### src/pkg/rtc_pkg.sv
// Register map, field layout, reset values and types of the real-time counter
package rtc_pkg;

    // Register indices; byte address is four times the index
    localparam logic [3:0] IDX_MAIN_CONTROL = 4'h0;
    localparam logic [3:0] IDX_SYNC_BUSY = 4'h1;
    localparam logic [3:0] IDX_IRQ_ENABLE = 4'h2;
    localparam logic [3:0] IDX_IRQ_FLAGS = 4'h3;
    localparam logic [3:0] IDX_BUFFER = 4'h4;
    localparam logic [3:0] IDX_DEBUG = 4'h5;
    localparam logic [3:0] IDX_CLK_SOURCE = 4'h7;
    localparam logic [3:0] IDX_COUNT_LO = 4'h8;
    localparam logic [3:0] IDX_COUNT_HI = 4'h9;
    localparam logic [3:0] IDX_TOP_LO = 4'ha;
    localparam logic [3:0] IDX_TOP_HI = 4'hb;
    localparam logic [3:0] IDX_MATCH_LO = 4'hc;
    localparam logic [3:0] IDX_MATCH_HI = 4'hd;

    // Busy flag positions, also the sync channel numbers
    localparam int BUSY_CONTROL = 0;
    localparam int BUSY_COUNT = 1;
    localparam int BUSY_TOP = 2;
    localparam int BUSY_MATCH = 3;
    localparam int SYNC_CHANNELS = 4;

    // Interrupt flag and enable positions
    localparam int IRQ_WRAP_BIT = 0;
    localparam int IRQ_MATCH_BIT = 1;

    // Writable masks of the byte registers
    localparam logic [7:0] MAIN_CONTROL_MASK = 8'hf9;
    localparam logic [1:0] IRQ_MASK = 2'h3;

    // Reset values
    localparam logic [7:0] MAIN_CONTROL_RST = 8'h00;
    localparam logic [1:0] IRQ_ENABLE_RST = 2'h0;
    localparam logic [1:0] IRQ_FLAGS_RST = 2'h0;
    localparam logic [7:0] BUFFER_RST = 8'h00;
    localparam logic DEBUG_RST = 1'b0;
    localparam logic [15:0] COUNT_RST = 16'h0000;
    localparam logic [15:0] TOP_RST = 16'hffff;
    localparam logic [15:0] MATCH_RST = 16'h0000;

    // Timebase ticks from a write until it acts
    localparam logic [1:0] SYNC_TICKS = 2'd2;

    // Prescaler width, enough for division by 32768
    localparam int PRESCALE_W = 15;

    // Timebase source codes
    typedef enum logic [1:0] {
        SRC_OSC_32K = 2'b00,
        SRC_OSC_1K = 2'b01,
        SRC_RESERVED = 2'b10,
        SRC_EXT_PIN = 2'b11
    } timebase_source_t;

    // Bus answer state
    typedef enum logic {
        APB_IDLE = 1'b0,
        APB_ANSWER = 1'b1
    } apb_state_t;

    // Layout of main_control, bit 7 down to bit 0
    typedef struct packed {
        logic keep_running_asleep;
        logic [3:0] divider;
        logic [1:0] unused;
        logic counter_on;
    } main_control_t;

    // Per-channel synchronisation state
    typedef struct packed {
        logic pending;
        logic [1:0] ticks;
    } sync_t;

endpackage : rtc_pkg

### src/rtc_counter_control_regs.sv
// Real-time counter control and status registers on APB
//
// Functional notes
// RULE_01 - Standby stops counter unless run-asleep bit set
// RULE_02 - Prescaler divides timebase by two to divider
// RULE_03 - Control change acts after two timebase ticks
// RULE_04 - Software waits for control busy clear
// RULE_05 - Bit 0 enables the counter
// RULE_06 - Busy flags show pending synchronisation per register
// RULE_07 - Match enable bit requests match interrupt
// RULE_08 - Wrap enable bit requests wrap interrupt
// RULE_09 - Counter wraps to zero after top
// RULE_10 - Match flag set on match, write-one clears
// RULE_11 - Wrap flag set on wrap, write-one clears
// RULE_12 - Byte buffer gives atomic 16-bit access
// RULE_13 - One shared buffer, directly readable and writable
// RULE_14 - Debug halt freezes counter unless run bit
// RULE_15 - Run bit keeps counter going while halted
// RULE_16 - Source field selects 32k, 1k or pin
// RULE_17 - Request held while flag and enable set
// RULE_18 - Busy set on write, cleared after sync
//
// The APB register port was left to the implementer.
`timescale 1ns/1ps
module rtc_counter_control_regs #(
    parameter int ADDR_W = 8  // APB address width
) (
    input wire logic pclk,
    input wire logic presetn,
    input wire logic psel,
    input wire logic penable,
    input wire logic pwrite,
    input wire logic [ADDR_W-1:0] paddr,
    input wire logic [31:0] pwdata,
    input wire logic [3:0] pstrb,
    output logic [31:0] prdata,
    output logic pready,
    output logic pslverr,
    input wire logic osc_32k_tick,  // One-cycle pulse per 32 kHz period
    input wire logic osc_1k_tick,  // One-cycle pulse per 1 kHz period
    input wire logic external_timebase_pin,  // Slow clock level from the pin
    input wire logic standby_sleep,  // High while the system is in standby
    input wire logic debug_halt,  // High while the processor is halted by debug
    output logic irq,
    output logic wrap_event_pulse,
    output logic match_value_pulse
);
    import rtc_pkg::*;

    // Bus-side state
    apb_state_t state, next_state;
    logic [31:0] next_prdata;
    logic next_pslverr;
    logic [7:0] read_hi, next_read_hi;  // High byte for the buffer
    main_control_t control_bus, next_control_bus;  // Last written control value
    logic [1:0] irq_enable, next_irq_enable;
    logic [1:0] irq_flags, next_irq_flags;
    logic [7:0] buffer, next_buffer;  // Shared byte buffer
    logic run_when_halted, next_run_when_halted;
    timebase_source_t timebase_source, next_timebase_source;
    logic [15:0] count_bus, next_count_bus;  // Value waiting to load the counter
    logic [15:0] top_bus, next_top_bus;
    logic [15:0] match_bus, next_match_bus;
    logic [SYNC_CHANNELS-1:0] sync_start;  // Write pulse per channel

    // Sync state
    sync_t sync_q [SYNC_CHANNELS];
    sync_t next_sync [SYNC_CHANNELS];
    logic [SYNC_CHANNELS-1:0] sync_done;  // Channel lands this cycle
    logic [SYNC_CHANNELS-1:0] busy;

    // Timebase-side state
    main_control_t control_act, next_control_act;  // Control value the counter obeys
    logic [15:0] top_act, next_top_act;
    logic [15:0] match_act, next_match_act;
    logic [15:0] count_value, next_count_value;
    logic [PRESCALE_W-1:0] prescale, next_prescale;
    logic pin_prev, next_pin_prev;
    logic next_wrap_pulse, next_match_pulse;

    // Combinational helpers
    logic access, done, wr, rd;
    logic [3:0] idx;
    logic tick_sel, live_tick, step;
    logic [1:0] events;

    // Aligned, in-range and mapped address
    function automatic logic is_mapped(input logic [ADDR_W-1:0] addr);
        logic [3:0] i;
        i = addr[5:2];
        if (addr[1:0] != 2'b00 || (addr >> 6) != '0) begin
            return 1'b0;
        end
        case (i)
            IDX_MAIN_CONTROL, IDX_SYNC_BUSY, IDX_IRQ_ENABLE, IDX_IRQ_FLAGS, IDX_BUFFER, IDX_DEBUG,
            IDX_CLK_SOURCE, IDX_COUNT_LO, IDX_COUNT_HI, IDX_TOP_LO, IDX_TOP_HI, IDX_MATCH_LO,
            IDX_MATCH_HI: return 1'b1;
            default: return 1'b0;
        endcase
    endfunction : is_mapped

    // All-ones mask over the low divider bits
    function automatic logic [PRESCALE_W-1:0] div_mask(input logic [3:0] div);
        logic [PRESCALE_W:0] full;
        full = (16'h0001 << div) - 16'h0001;
        return full[PRESCALE_W-1:0];
    endfunction : div_mask

    assign idx = paddr[5:2];
    assign access = psel & penable;
    assign done = access & (state == APB_ANSWER);
    assign wr = done & pwrite & ~pslverr & pstrb[0];
    assign rd = done & ~pwrite & ~pslverr;
    assign pready = (state == APB_ANSWER);  // One wait state so read data leaves a flop
    assign irq = |(irq_flags & irq_enable);  // Level held while a flag and its enable are both set [RULE_07] [RULE_08] [RULE_17]

    // Busy flags read straight from the channel state
    always_comb begin
        for (int i = 0; i < SYNC_CHANNELS; i++) begin
            busy[i] = sync_q[i].pending;
        end
    end

    // Bus next-state: decode, reads and writes
    always_comb begin
        next_state = state;
        next_prdata = prdata;
        next_pslverr = pslverr;
        next_read_hi = read_hi;
        next_control_bus = control_bus;
        next_irq_enable = irq_enable;
        next_irq_flags = irq_flags;
        next_buffer = buffer;
        next_run_when_halted = run_when_halted;
        next_timebase_source = timebase_source;
        next_count_bus = count_bus;
        next_top_bus = top_bus;
        next_match_bus = match_bus;
        sync_start = '0;
        case (state)
            APB_IDLE: begin
                // First access cycle: capture answer
                if (access) begin
                    next_state = APB_ANSWER;
                    next_pslverr = ~is_mapped(paddr);
                    next_prdata = 32'h0000_0000;
                    next_read_hi = 8'h00;
                    case (idx)
                        IDX_MAIN_CONTROL: next_prdata[7:0] = control_bus;
                        IDX_SYNC_BUSY: next_prdata[3:0] = busy;  // [RULE_06]
                        IDX_IRQ_ENABLE: next_prdata[1:0] = irq_enable;
                        IDX_IRQ_FLAGS: next_prdata[1:0] = irq_flags;
                        IDX_BUFFER: next_prdata[7:0] = buffer;  // [RULE_13]
                        IDX_DEBUG: next_prdata[0] = run_when_halted;
                        IDX_CLK_SOURCE: next_prdata[1:0] = timebase_source;
                        IDX_COUNT_LO: begin
                            // Both bytes sampled at once [RULE_12]
                            next_prdata[7:0] = count_value[7:0];
                            next_read_hi = count_value[15:8];
                        end
                        IDX_TOP_LO: begin
                            next_prdata[7:0] = top_bus[7:0];
                            next_read_hi = top_bus[15:8];
                        end
                        IDX_MATCH_LO: begin
                            next_prdata[7:0] = match_bus[7:0];
                            next_read_hi = match_bus[15:8];
                        end
                        // High bytes come from the buffer [RULE_12]
                        IDX_COUNT_HI, IDX_TOP_HI, IDX_MATCH_HI: next_prdata[7:0] = buffer;
                        default: next_prdata = 32'h0000_0000;
                    endcase
                end
            end
            APB_ANSWER: begin
                // Transfer completes here
                next_state = APB_IDLE;
            end
            default: next_state = APB_IDLE;
        endcase

        // Low-byte read parks the high byte in the buffer [RULE_12] [RULE_13]
        if (rd && (idx == IDX_COUNT_LO || idx == IDX_TOP_LO || idx == IDX_MATCH_LO)) begin
            next_buffer = read_hi;
        end

        // Writes act at the completing edge
        if (wr) begin
            case (idx)
                IDX_MAIN_CONTROL: begin
                    // Rewrite while busy restarts the sync
                    next_control_bus = main_control_t'(pwdata[7:0] & MAIN_CONTROL_MASK);
                    sync_start[BUSY_CONTROL] = 1'b1;  // [RULE_18]
                end
                IDX_IRQ_ENABLE: next_irq_enable = pwdata[1:0] & IRQ_MASK;
                IDX_BUFFER: next_buffer = pwdata[7:0];  // [RULE_13]
                IDX_DEBUG: next_run_when_halted = pwdata[0];
                IDX_CLK_SOURCE: next_timebase_source = timebase_source_t'(pwdata[1:0]);
                // Low byte waits in the buffer [RULE_12]
                IDX_COUNT_LO, IDX_TOP_LO, IDX_MATCH_LO: next_buffer = pwdata[7:0];
                IDX_COUNT_HI: begin
                    next_count_bus = {pwdata[7:0], buffer};  // [RULE_12]
                    sync_start[BUSY_COUNT] = 1'b1;  // [RULE_18]
                end
                IDX_TOP_HI: begin
                    next_top_bus = {pwdata[7:0], buffer};
                    sync_start[BUSY_TOP] = 1'b1;  // [RULE_18]
                end
                IDX_MATCH_HI: begin
                    next_match_bus = {pwdata[7:0], buffer};
                    sync_start[BUSY_MATCH] = 1'b1;  // [RULE_18]
                end
                default: ;  // Read-only or reserved: ignored
            endcase
        end

        // Write-one clears, but a new event in the same cycle wins [RULE_10] [RULE_11]
        if (wr && idx == IDX_IRQ_FLAGS) begin
            next_irq_flags = irq_flags & ~(pwdata[1:0] & IRQ_MASK);
        end
        next_irq_flags = next_irq_flags | events;
    end

    // Bus registers
    always_ff @(posedge pclk or negedge presetn) begin
        if (!presetn) begin
            state <= APB_IDLE;
            prdata <= 32'h0000_0000;
            pslverr <= 1'b0;
            read_hi <= 8'h00;
            control_bus <= main_control_t'(MAIN_CONTROL_RST);
            irq_enable <= IRQ_ENABLE_RST;
            irq_flags <= IRQ_FLAGS_RST;
            buffer <= BUFFER_RST;
            run_when_halted <= DEBUG_RST;
            timebase_source <= SRC_OSC_32K;
            count_bus <= COUNT_RST;
            top_bus <= TOP_RST;
            match_bus <= MATCH_RST;
        end else begin
            state <= next_state;
            prdata <= next_prdata;
            pslverr <= next_pslverr;
            read_hi <= next_read_hi;
            control_bus <= next_control_bus;
            irq_enable <= next_irq_enable;
            irq_flags <= next_irq_flags;
            buffer <= next_buffer;
            run_when_halted <= next_run_when_halted;
            timebase_source <= next_timebase_source;
            count_bus <= next_count_bus;
            top_bus <= next_top_bus;
            match_bus <= next_match_bus;
        end
    end

    // Selected timebase tick; a pin rising edge counts [RULE_16]
    always_comb begin
        next_pin_prev = external_timebase_pin;
        case (timebase_source)
            SRC_OSC_32K: tick_sel = osc_32k_tick;
            SRC_OSC_1K: tick_sel = osc_1k_tick;
            SRC_EXT_PIN: tick_sel = external_timebase_pin & ~pin_prev;
            default: tick_sel = 1'b0;  // Reserved code gives no timebase
        endcase
    end

    // Sync next-state: a value crosses after two ticks
    always_comb begin
        for (int i = 0; i < SYNC_CHANNELS; i++) begin
            next_sync[i] = sync_q[i];
            sync_done[i] = sync_q[i].pending & tick_sel & (sync_q[i].ticks == SYNC_TICKS - 2'd1);  // [RULE_03]
            if (sync_start[i]) begin
                // A fresh write restarts so the newest value lands
                next_sync[i].pending = 1'b1;  // [RULE_18]
                next_sync[i].ticks = 2'd0;
            end else if (sync_done[i]) begin
                next_sync[i].pending = 1'b0;  // [RULE_06] [RULE_18]
                next_sync[i].ticks = 2'd0;
            end else if (sync_q[i].pending && tick_sel) begin
                next_sync[i].ticks = sync_q[i].ticks + 2'd1;
            end
        end
    end

    // Sync registers
    always_ff @(posedge pclk or negedge presetn) begin
        if (!presetn) begin
            for (int i = 0; i < SYNC_CHANNELS; i++) begin
                sync_q[i] <= '0;
            end
        end else begin
            for (int i = 0; i < SYNC_CHANNELS; i++) begin
                sync_q[i] <= next_sync[i];
            end
        end
    end

    // Counter next-state: gating, prescaler, wrap and match
    always_comb begin
        next_control_act = control_act;
        next_top_act = top_act;
        next_match_act = match_act;
        next_count_value = count_value;
        next_prescale = prescale;
        events = 2'b00;
        // Standby and debug halt both swallow ticks [RULE_01] [RULE_14] [RULE_15]
        live_tick = tick_sel & (~standby_sleep | control_act.keep_running_asleep)
            & (~debug_halt | run_when_halted);
        step = control_act.counter_on & live_tick
            & ((prescale & div_mask(control_act.divider)) == div_mask(control_act.divider));  // [RULE_02] [RULE_05]
        if (!control_act.counter_on) begin
            next_prescale = '0;  // [RULE_05]
        end else if (live_tick) begin
            next_prescale = prescale + 1'b1;  // [RULE_02]
        end
        if (step) begin
            // Match seen on the value held at the step
            events[IRQ_MATCH_BIT] = (count_value == match_act);  // [RULE_10]
            if (count_value == top_act) begin
                next_count_value = 16'h0000;  // [RULE_09]
                events[IRQ_WRAP_BIT] = 1'b1;  // [RULE_11]
            end else begin
                next_count_value = count_value + 16'h0001;
            end
        end
        // Synchronised values land; a count load beats a step
        if (sync_done[BUSY_CONTROL]) begin
            next_control_act = control_bus;  // [RULE_03]
        end
        if (sync_done[BUSY_COUNT]) begin
            next_count_value = count_bus;
        end
        if (sync_done[BUSY_TOP]) begin
            next_top_act = top_bus;
        end
        if (sync_done[BUSY_MATCH]) begin
            next_match_act = match_bus;
        end
        next_wrap_pulse = events[IRQ_WRAP_BIT];
        next_match_pulse = events[IRQ_MATCH_BIT];
    end

    // Counter registers
    always_ff @(posedge pclk or negedge presetn) begin
        if (!presetn) begin
            control_act <= main_control_t'(MAIN_CONTROL_RST);
            top_act <= TOP_RST;
            match_act <= MATCH_RST;
            count_value <= COUNT_RST;
            prescale <= '0;
            pin_prev <= 1'b0;
            wrap_event_pulse <= 1'b0;
            match_value_pulse <= 1'b0;
        end else begin
            control_act <= next_control_act;
            top_act <= next_top_act;
            match_act <= next_match_act;
            count_value <= next_count_value;
            prescale <= next_prescale;
            pin_prev <= next_pin_prev;
            wrap_event_pulse <= next_wrap_pulse;
            match_value_pulse <= next_match_pulse;
        end
    end

endmodule : rtc_counter_control_regs

### config.mk
export PLATFORM = sky130hd
export DESIGN_NAME = rtc_counter_control_regs
export DESIGN_NICKNAME = d
export VERILOG_FILES = /design/src/pkg/rtc_pkg.sv /design/src/rtc_counter_control_regs.sv
export SDC_FILE = /design/constraint.sdc
export NUM_CORES = 1
export LEC_CHECK = 0
export BUFFER_PORTS_ARGS = -buffer_cell sky130_fd_sc_hd__buf_4
export CAP_MARGIN = 20
export CELL_PAD_IN_SITES_DETAIL_PLACEMENT = 0
export CELL_PAD_IN_SITES_GLOBAL_PLACEMENT = 2
export CORE_ASPECT_RATIO = 1.4
export CORE_MARGIN = 3
export CORE_UTILIZATION = 40
export DETAILED_ROUTE_END_ITERATION = 7
export PLACE_DENSITY_LB_ADDON = 0.25
export SYNTH_ARGS = -nofsm -noshare
export SYNTH_HDL_FRONTEND = slang
export SYNTH_SLANG_ARGS = --single-unit
### constraint.sdc
create_clock -name pclk -period 4 [get_ports pclk]
set_clock_uncertainty 0.15 [all_clocks]
set_input_delay 0.6 -clock pclk [delete_from_list [all_inputs] [get_ports pclk]]
set_output_delay 0.6 -clock pclk [all_outputs]
set_load 0.005 [all_outputs]
[Yosys cells after proc, flatten, opt, wreduce, memory -nomap -nowiden]
Memories as Yosys holds them, arrays and structs flattened.
Cells that the tools add are included.
Cells by class
  mux-type cells: 47
  bitwise gates (word level): 34
  equal/unequal tests: 22
  reductions and logical operators: 33
  add/sub/neg operators: 7
  shifts and indexed selects: 1
Operator list (count)
  16-bit two-way mux: 3
  16-bit == test: 2
  15-bit two-way mux: 2
  4-bit == test (second input constant): 6
  8-bit two-way mux: 3
  8-bit case mux with 3 select lines: 1
  1-bit AND: 20
  2-bit two-way mux: 10
  4-bit case mux with 5 select lines: 1
  1-bit two-way mux: 17
  16-bit by 1-bit adder with 16-bit output (second input constant): 1
  2-bit AND reduction: 8
  15-bit by 1-bit adder with 15-bit output (second input constant): 1
  15-bit AND: 1
  15-bit == test: 1
  1-bit by 4-bit << shifter with 15-bit output (first input constant): 1
  15-bit by 1-bit subtractor with 15-bit output (second input constant): 1
  4-bit by 3-bit == test with 1-bit output (second input constant): 3
  3-bit two-way mux: 4
  2-bit case mux with 6 select lines: 1
  2-bit nonzero test: 6
  3-bit nonzero test: 4
  2-bit by 1-bit == test with 1-bit output (second input constant): 5
  1-bit case mux with 10 select lines: 1
  other kinds (21): 41
Storage, ports and cells
  memory bits (read-only): 16
  flip-flop bits (word level): 171
  memories kept: 1
  bits of input ports: 54
  word-level logic and storage cells: 178
Memory list
  (name not given): depth 16, width 1, rd ports 1, clocked after Yosys merged registers in 0, write ports 0, line rtc_counter_control_regs.sv:94  | case (i)

[Depth between registers and ports, before layout]
  word-level depth: 9
  gate-level depth with buffers: 12
  mapped depth without buffers: 9

[Least setup slack after synthesis]
Ideal clock, no wire load.
  path kind: register to register
  start: reg control_act[4] (netlist bit)
  end: reg count_value[13]
  path slack: 1.141 ns
  library setup time: 0.066 ns
  data required time: 3.784 ns
  period minus slack after synthesis: 2.859 ns
  data arrival time: 2.642 ns
  cell stages (with the launch flop): 13
  cell sequence: dfrtp_1 > buf_2 > nor3_1 > nand2_1 > ha_1 > buf_2 > or4bb_1 > a211oi_2 > a2111oi_2 > and4_4 > buf_6 > a311oi_2 > a221o_1
On the way
  cells in the longest elaborated chain, start to end: 6
Ends and longest elaborated chain
  start, declared: line rtc_counter_control_regs.sv:73  | main_control_t control_act, next_control_act;
  start signal, assigned: line rtc_counter_control_regs.sv:347  | control_act <= main_control_t'(MAIN_CONTROL_RST);
  start signal, assigned: line rtc_counter_control_regs.sv:356  | control_act <= next_control_act;
  1-bit by 4-bit << shifter with 15-bit output *: line rtc_counter_control_regs.sv:105  | full = (16'h0001 << div) - 16'h0001;
  15-bit by 1-bit subtractor with 15-bit output *: line rtc_counter_control_regs.sv:105
  15-bit AND: line rtc_counter_control_regs.sv:311  | & ((prescale & div_mask(control_act.divider)) == div_mask(control_act.divider));
  15-bit == test *: line rtc_counter_control_regs.sv:311
  1-bit AND *: line rtc_counter_control_regs.sv:311
  2-bit nonzero test (no source line) *
  end signal, assigned: line rtc_counter_control_regs.sv:359  | count_value <= next_count_value;
  end, declared: line rtc_counter_control_regs.sv:76  | logic [15:0] count_value, next_count_value;
Every way passes the cells marked *; elsewhere a longest branch is shown, timed or not.
A chain may end at the register's enable or synchronous reset.

[Worst setup path after layout]
  start: reg control_act[4] (netlist bit)
  end: reg count_value[11]
The elaborated chain is that of the path after synthesis.

==> summary.txt <==
Run status
  • Status: completed

Clock network
  • Sink Count: 171
  • Worst-Skew Late Latency: 440 ps
  • CTS H-Tree Depth: 4
  • Root Driver: clkbuf_16
  • Clk pin slew, worst setup/hold paths: 60 ps
  • Cts repair resizes: 0
  • Post-CTS Setup Inserts: 0
  • CTS Buf Count: 17
  • Cts hold-fix bufs: 0
  • TritonCTS clock tree: built
  • Clock Tree Buf Depth: 2

Worst setup path
  • Worst reg2reg setup slack: 650 ps
  • Worst setup EP type: register
  • CP arrival: 3560 ps
  • Worst Path Required: 4210 ps
  • Reg2Reg Launch Point: control_act[4]
  • Worst Setup Start Kind: register
  • RR Endpoint: count_value[11]
  • WS Path Type: register to register
  • Worst r2r path cells: 9
  • Crit Path Max Fanout: 12

Synthesis
  • Post-synth top cells: 139 x dfrtp_1, 95 x mux2_2, 66 x nand2_1
  • Post-synth EDFFs: 0
  • Post-synthesis register bit count: 171
  • Mapped Cells: 781
  • Compound-gate portion of the synthesized area: 10.83%
  • Synth top area share: 39.34%
  • Count leader, synth: dfrtp_1
  • Post-synthesis xor/xnor area fraction: 5.151%
  • Top cells by area, synth: dfrtp_1 39%, mux2_2 12%, dfstp_2 9.5%
  • Leading area contributor after synthesis: dfrtp_1
  • Async set-reset flop share out of synthesis: 100.0%
  • Largest family of logic cells by synthesized area: simple AND/OR/NAND/NOR gates
  • Mapped Area: 0.008841 sq mm
  • Avg Cell Area, Syn: 11.32 sq um
  • Synth Warn #: 0
  • Post-Synth Adder-Cell Area: 0.4246%
  • Yosys cell types: 75
  • Register area share after synthesis: 48.85%
  • Commonest register cell after synthesis: dfrtp_1
  • Post-synthesis mux area share: 14.10%
  • Post-synthesis simple-gate area fraction: 14.92%

STA
  • Fin crit share: 83.74%
  • Final Max Tran Viols: 0
  • Setup Viol. Count Final: 0
  • Fmax: 0.2986 GHz
  • Relative slew slack: 39.72%
  • Final Hold Fails: 0
  • Fin crit period: 3349 ps
  • Fin Setup TNS: 0 ps
  • Setup ws final: 650.5 ps
  • Worst-Margin Slew: 904.2 ps
  • RSZ-0062 raised after global routing: no
  • Fin Hold WS: 95.57 ps

Drt
  • DRC errors left: 0
  • DRT iter0 DRCs: 504
  • WL/cell: 22.58 microns
  • DRT Pass-1 Iters: 5
  • Detailed Route WL: 25.18 mm
  • Vias per Instance: 5.708
  • Via count: 6364
  • DRT antenna net count: 0

Power and ir drop
  • Power per cell area: 361.6 mW/mm^2
  • Comb pwr share: 4.7%
  • Clk pwr share: 46.1%
  • Psw: 0.8337 mW
  • Max IR drop VDD: 0.2762 mV
  • Sw Share: 23.22%
  • Proportion of power drawn by flip-flops and latches: 49.1%
  • Power Total: 3.591 mW
  • Static leakage: 4.431 nW
  • Pint: 2.757 mW

Die
  • Initial core utilization: 41.23%
  • Die Ht: 181.9 microns
  • # IOs: 91
  • Core Rows: 63
  • Die W: 131.7 microns
  • Core Region: 0.02144 sq mm
  • Die Area: 0.02395 sq mm

Place
  • Placed Cells: 1083
  • Place WS: 703.4 ps
  • GP Congestion: 0.8635
  • Port Buffers: 39
  • DP Area: 0.009349 sq mm
  • Detailed Place HPWL: 17.64 mm

GRT
  • Largest net degree at the start of global routing: 96
  • Overflow after GRT: 0
  • GR Util All Layers: 21.38%
  • Vias in the first global route: 6541
  • Initial antenna violation count: 0
  • First-pass GRT wire length: 39.16 mm

Finish
  • Post-route cell area: 0.009931 sq mm
  • Utilization after layout: 46.32%
  • N_diodes: 0
  • Layout cell share with drive strength beyond 1: 30.62%
  • Nets: 867
  • Final std cells w/o fill: 1115
  • Area Growth Syn to Fin: 12.33%

Hold path
  • Hold Crit Class: input pin to asynchronous set/reset pin

Run
  • Max cap viols: 0
-- layout by cell type (no fill, tap or decap), types with 4 or more instances in the layout --
master     synthesis  routed
xnor2_1            9       9
and3_1             4       4
mux2i_1           12      12
nor2_1            36      36
or2_2              5       5
dfstp_2           32      32
inv_1             14      14
and3b_1            4       4
conb_1             1      24
nand4_1           10      10
mux2_2            95      95
a21oi_1            8       8
a221o_1            8       8
xor2_1            43      43
nand2b_1           5       5
nor3_1            12      12
clkbuf_16          0      17
a32o_1             5       5
nor4_1            18      18
dfrtp_1          139     139
a211o_1            6       6
nand2_1           66      66
a222oi_1          11      11
a311oi_2           5       5
nand3_1           27      27
buf_4             26      62
and2_1            14      14
a21o_1             5       5
a22o_1            10      10
o21ai_0           22      22
and4_1             7       7
-- cells by family after synthesis --
| family | Yosys count |
|---|---|
| xor+xnor | 52 |
| fa+ha+maj | 3 |
| other cells | 1 |
| buf+inv | 92 |
| mux | 111 |
| flops | 171 |
| compound gates | 114 |
| simple gates | 237 |
-- routing by layer --
| metal | vias to the layer above | GRT usage (%) | wire, microns |
|---|---|---|---|
| met2 | 168 | 38.11 | 13340 |
| li1 | 2855 | - | - |
| met3 | 40 | 4.102 | 909 |
| met4 | 0 | 8.701 | 778 |
| met5 | - | 0 | 0 |
| met1 | 3301 | 25.28 | 10150 |
-- how the worst max path moves through the flow --
stage                         from              end  cells past startpoint
floorplan           control_act[4]  count_value[13]                     12
global placement    control_act[3]  count_value[13]                      9
detailed placement  control_act[4]  count_value[11]                      9
CTS                 control_act[4]  count_value[11]                      9
global route        control_act[4]  count_value[13]                      9
finish              control_act[4]  count_value[11]                      9
-- final cells by class --
| cell class | instances | area (sq um) |
|---|---|---|
| Inverter | 15 | 56.30 |
| Timing Repair Buffer | 64 | 496.7 |
| Sequential cell | 171 | 4319 |
| Clock buffer | 22 | 464.2 |
| Fill cell | 2021 | 11510 |
| Clock inverter | 10 | 117.6 |
| Multi-Input combinational cell | 541 | 4111 |
| Tap cell | 292 | 365.4 |
-- worst max-delay path, stage by stage (launching register included) --
cell       delay [ps]
dfrtp_1           510
nor3_1            340
nand2_1           100
ha_1              330
or3b_2            270
a211oi_2           70
a2111oi_2         440
nand4_2           420
nor3_4            450
a221o_1           220
-- power by group through the flow --
stage | logic [mW] | registers [mW] | clock network (mW)
after detailed placement | 0.173 | 1.79 | 0
after global placement | 0.169 | 1.79 | 0
after CTS | 0.173 | 1.76 | 1.70
after global routing | 0.189 | 1.76 | 1.77
after floorplan | 0.0887 | 1.79 | 0
final | 0.170 | 1.76 | 1.66
-- sequential cells by signal, summed over array words and instances (netlist names) --
| name | cells |
|---|---|
| pready | 1 |
| pslverr | 1 |
| control_act | 6 |
| wrap_event_pulse | 1 |
| sync_q | 8 |
| read_hi | 8 |
| top_bus | 16 |
| match_bus | 16 |
| run_when_halted | 1 |
| pin_prev | 1 |
| busy | 4 |
| count_bus | 16 |
| irq_flags | 2 |
| top_act | 16 |
| prdata | 8 |
| match_act | 16 |
| control_bus | 6 |
| prescale | 15 |
| irq_enable | 2 |
| buffer | 8 |
| timebase_source | 2 |
| count_value | 16 |
| match_value_pulse | 1 |
Power figures use the tool's default switching activity.
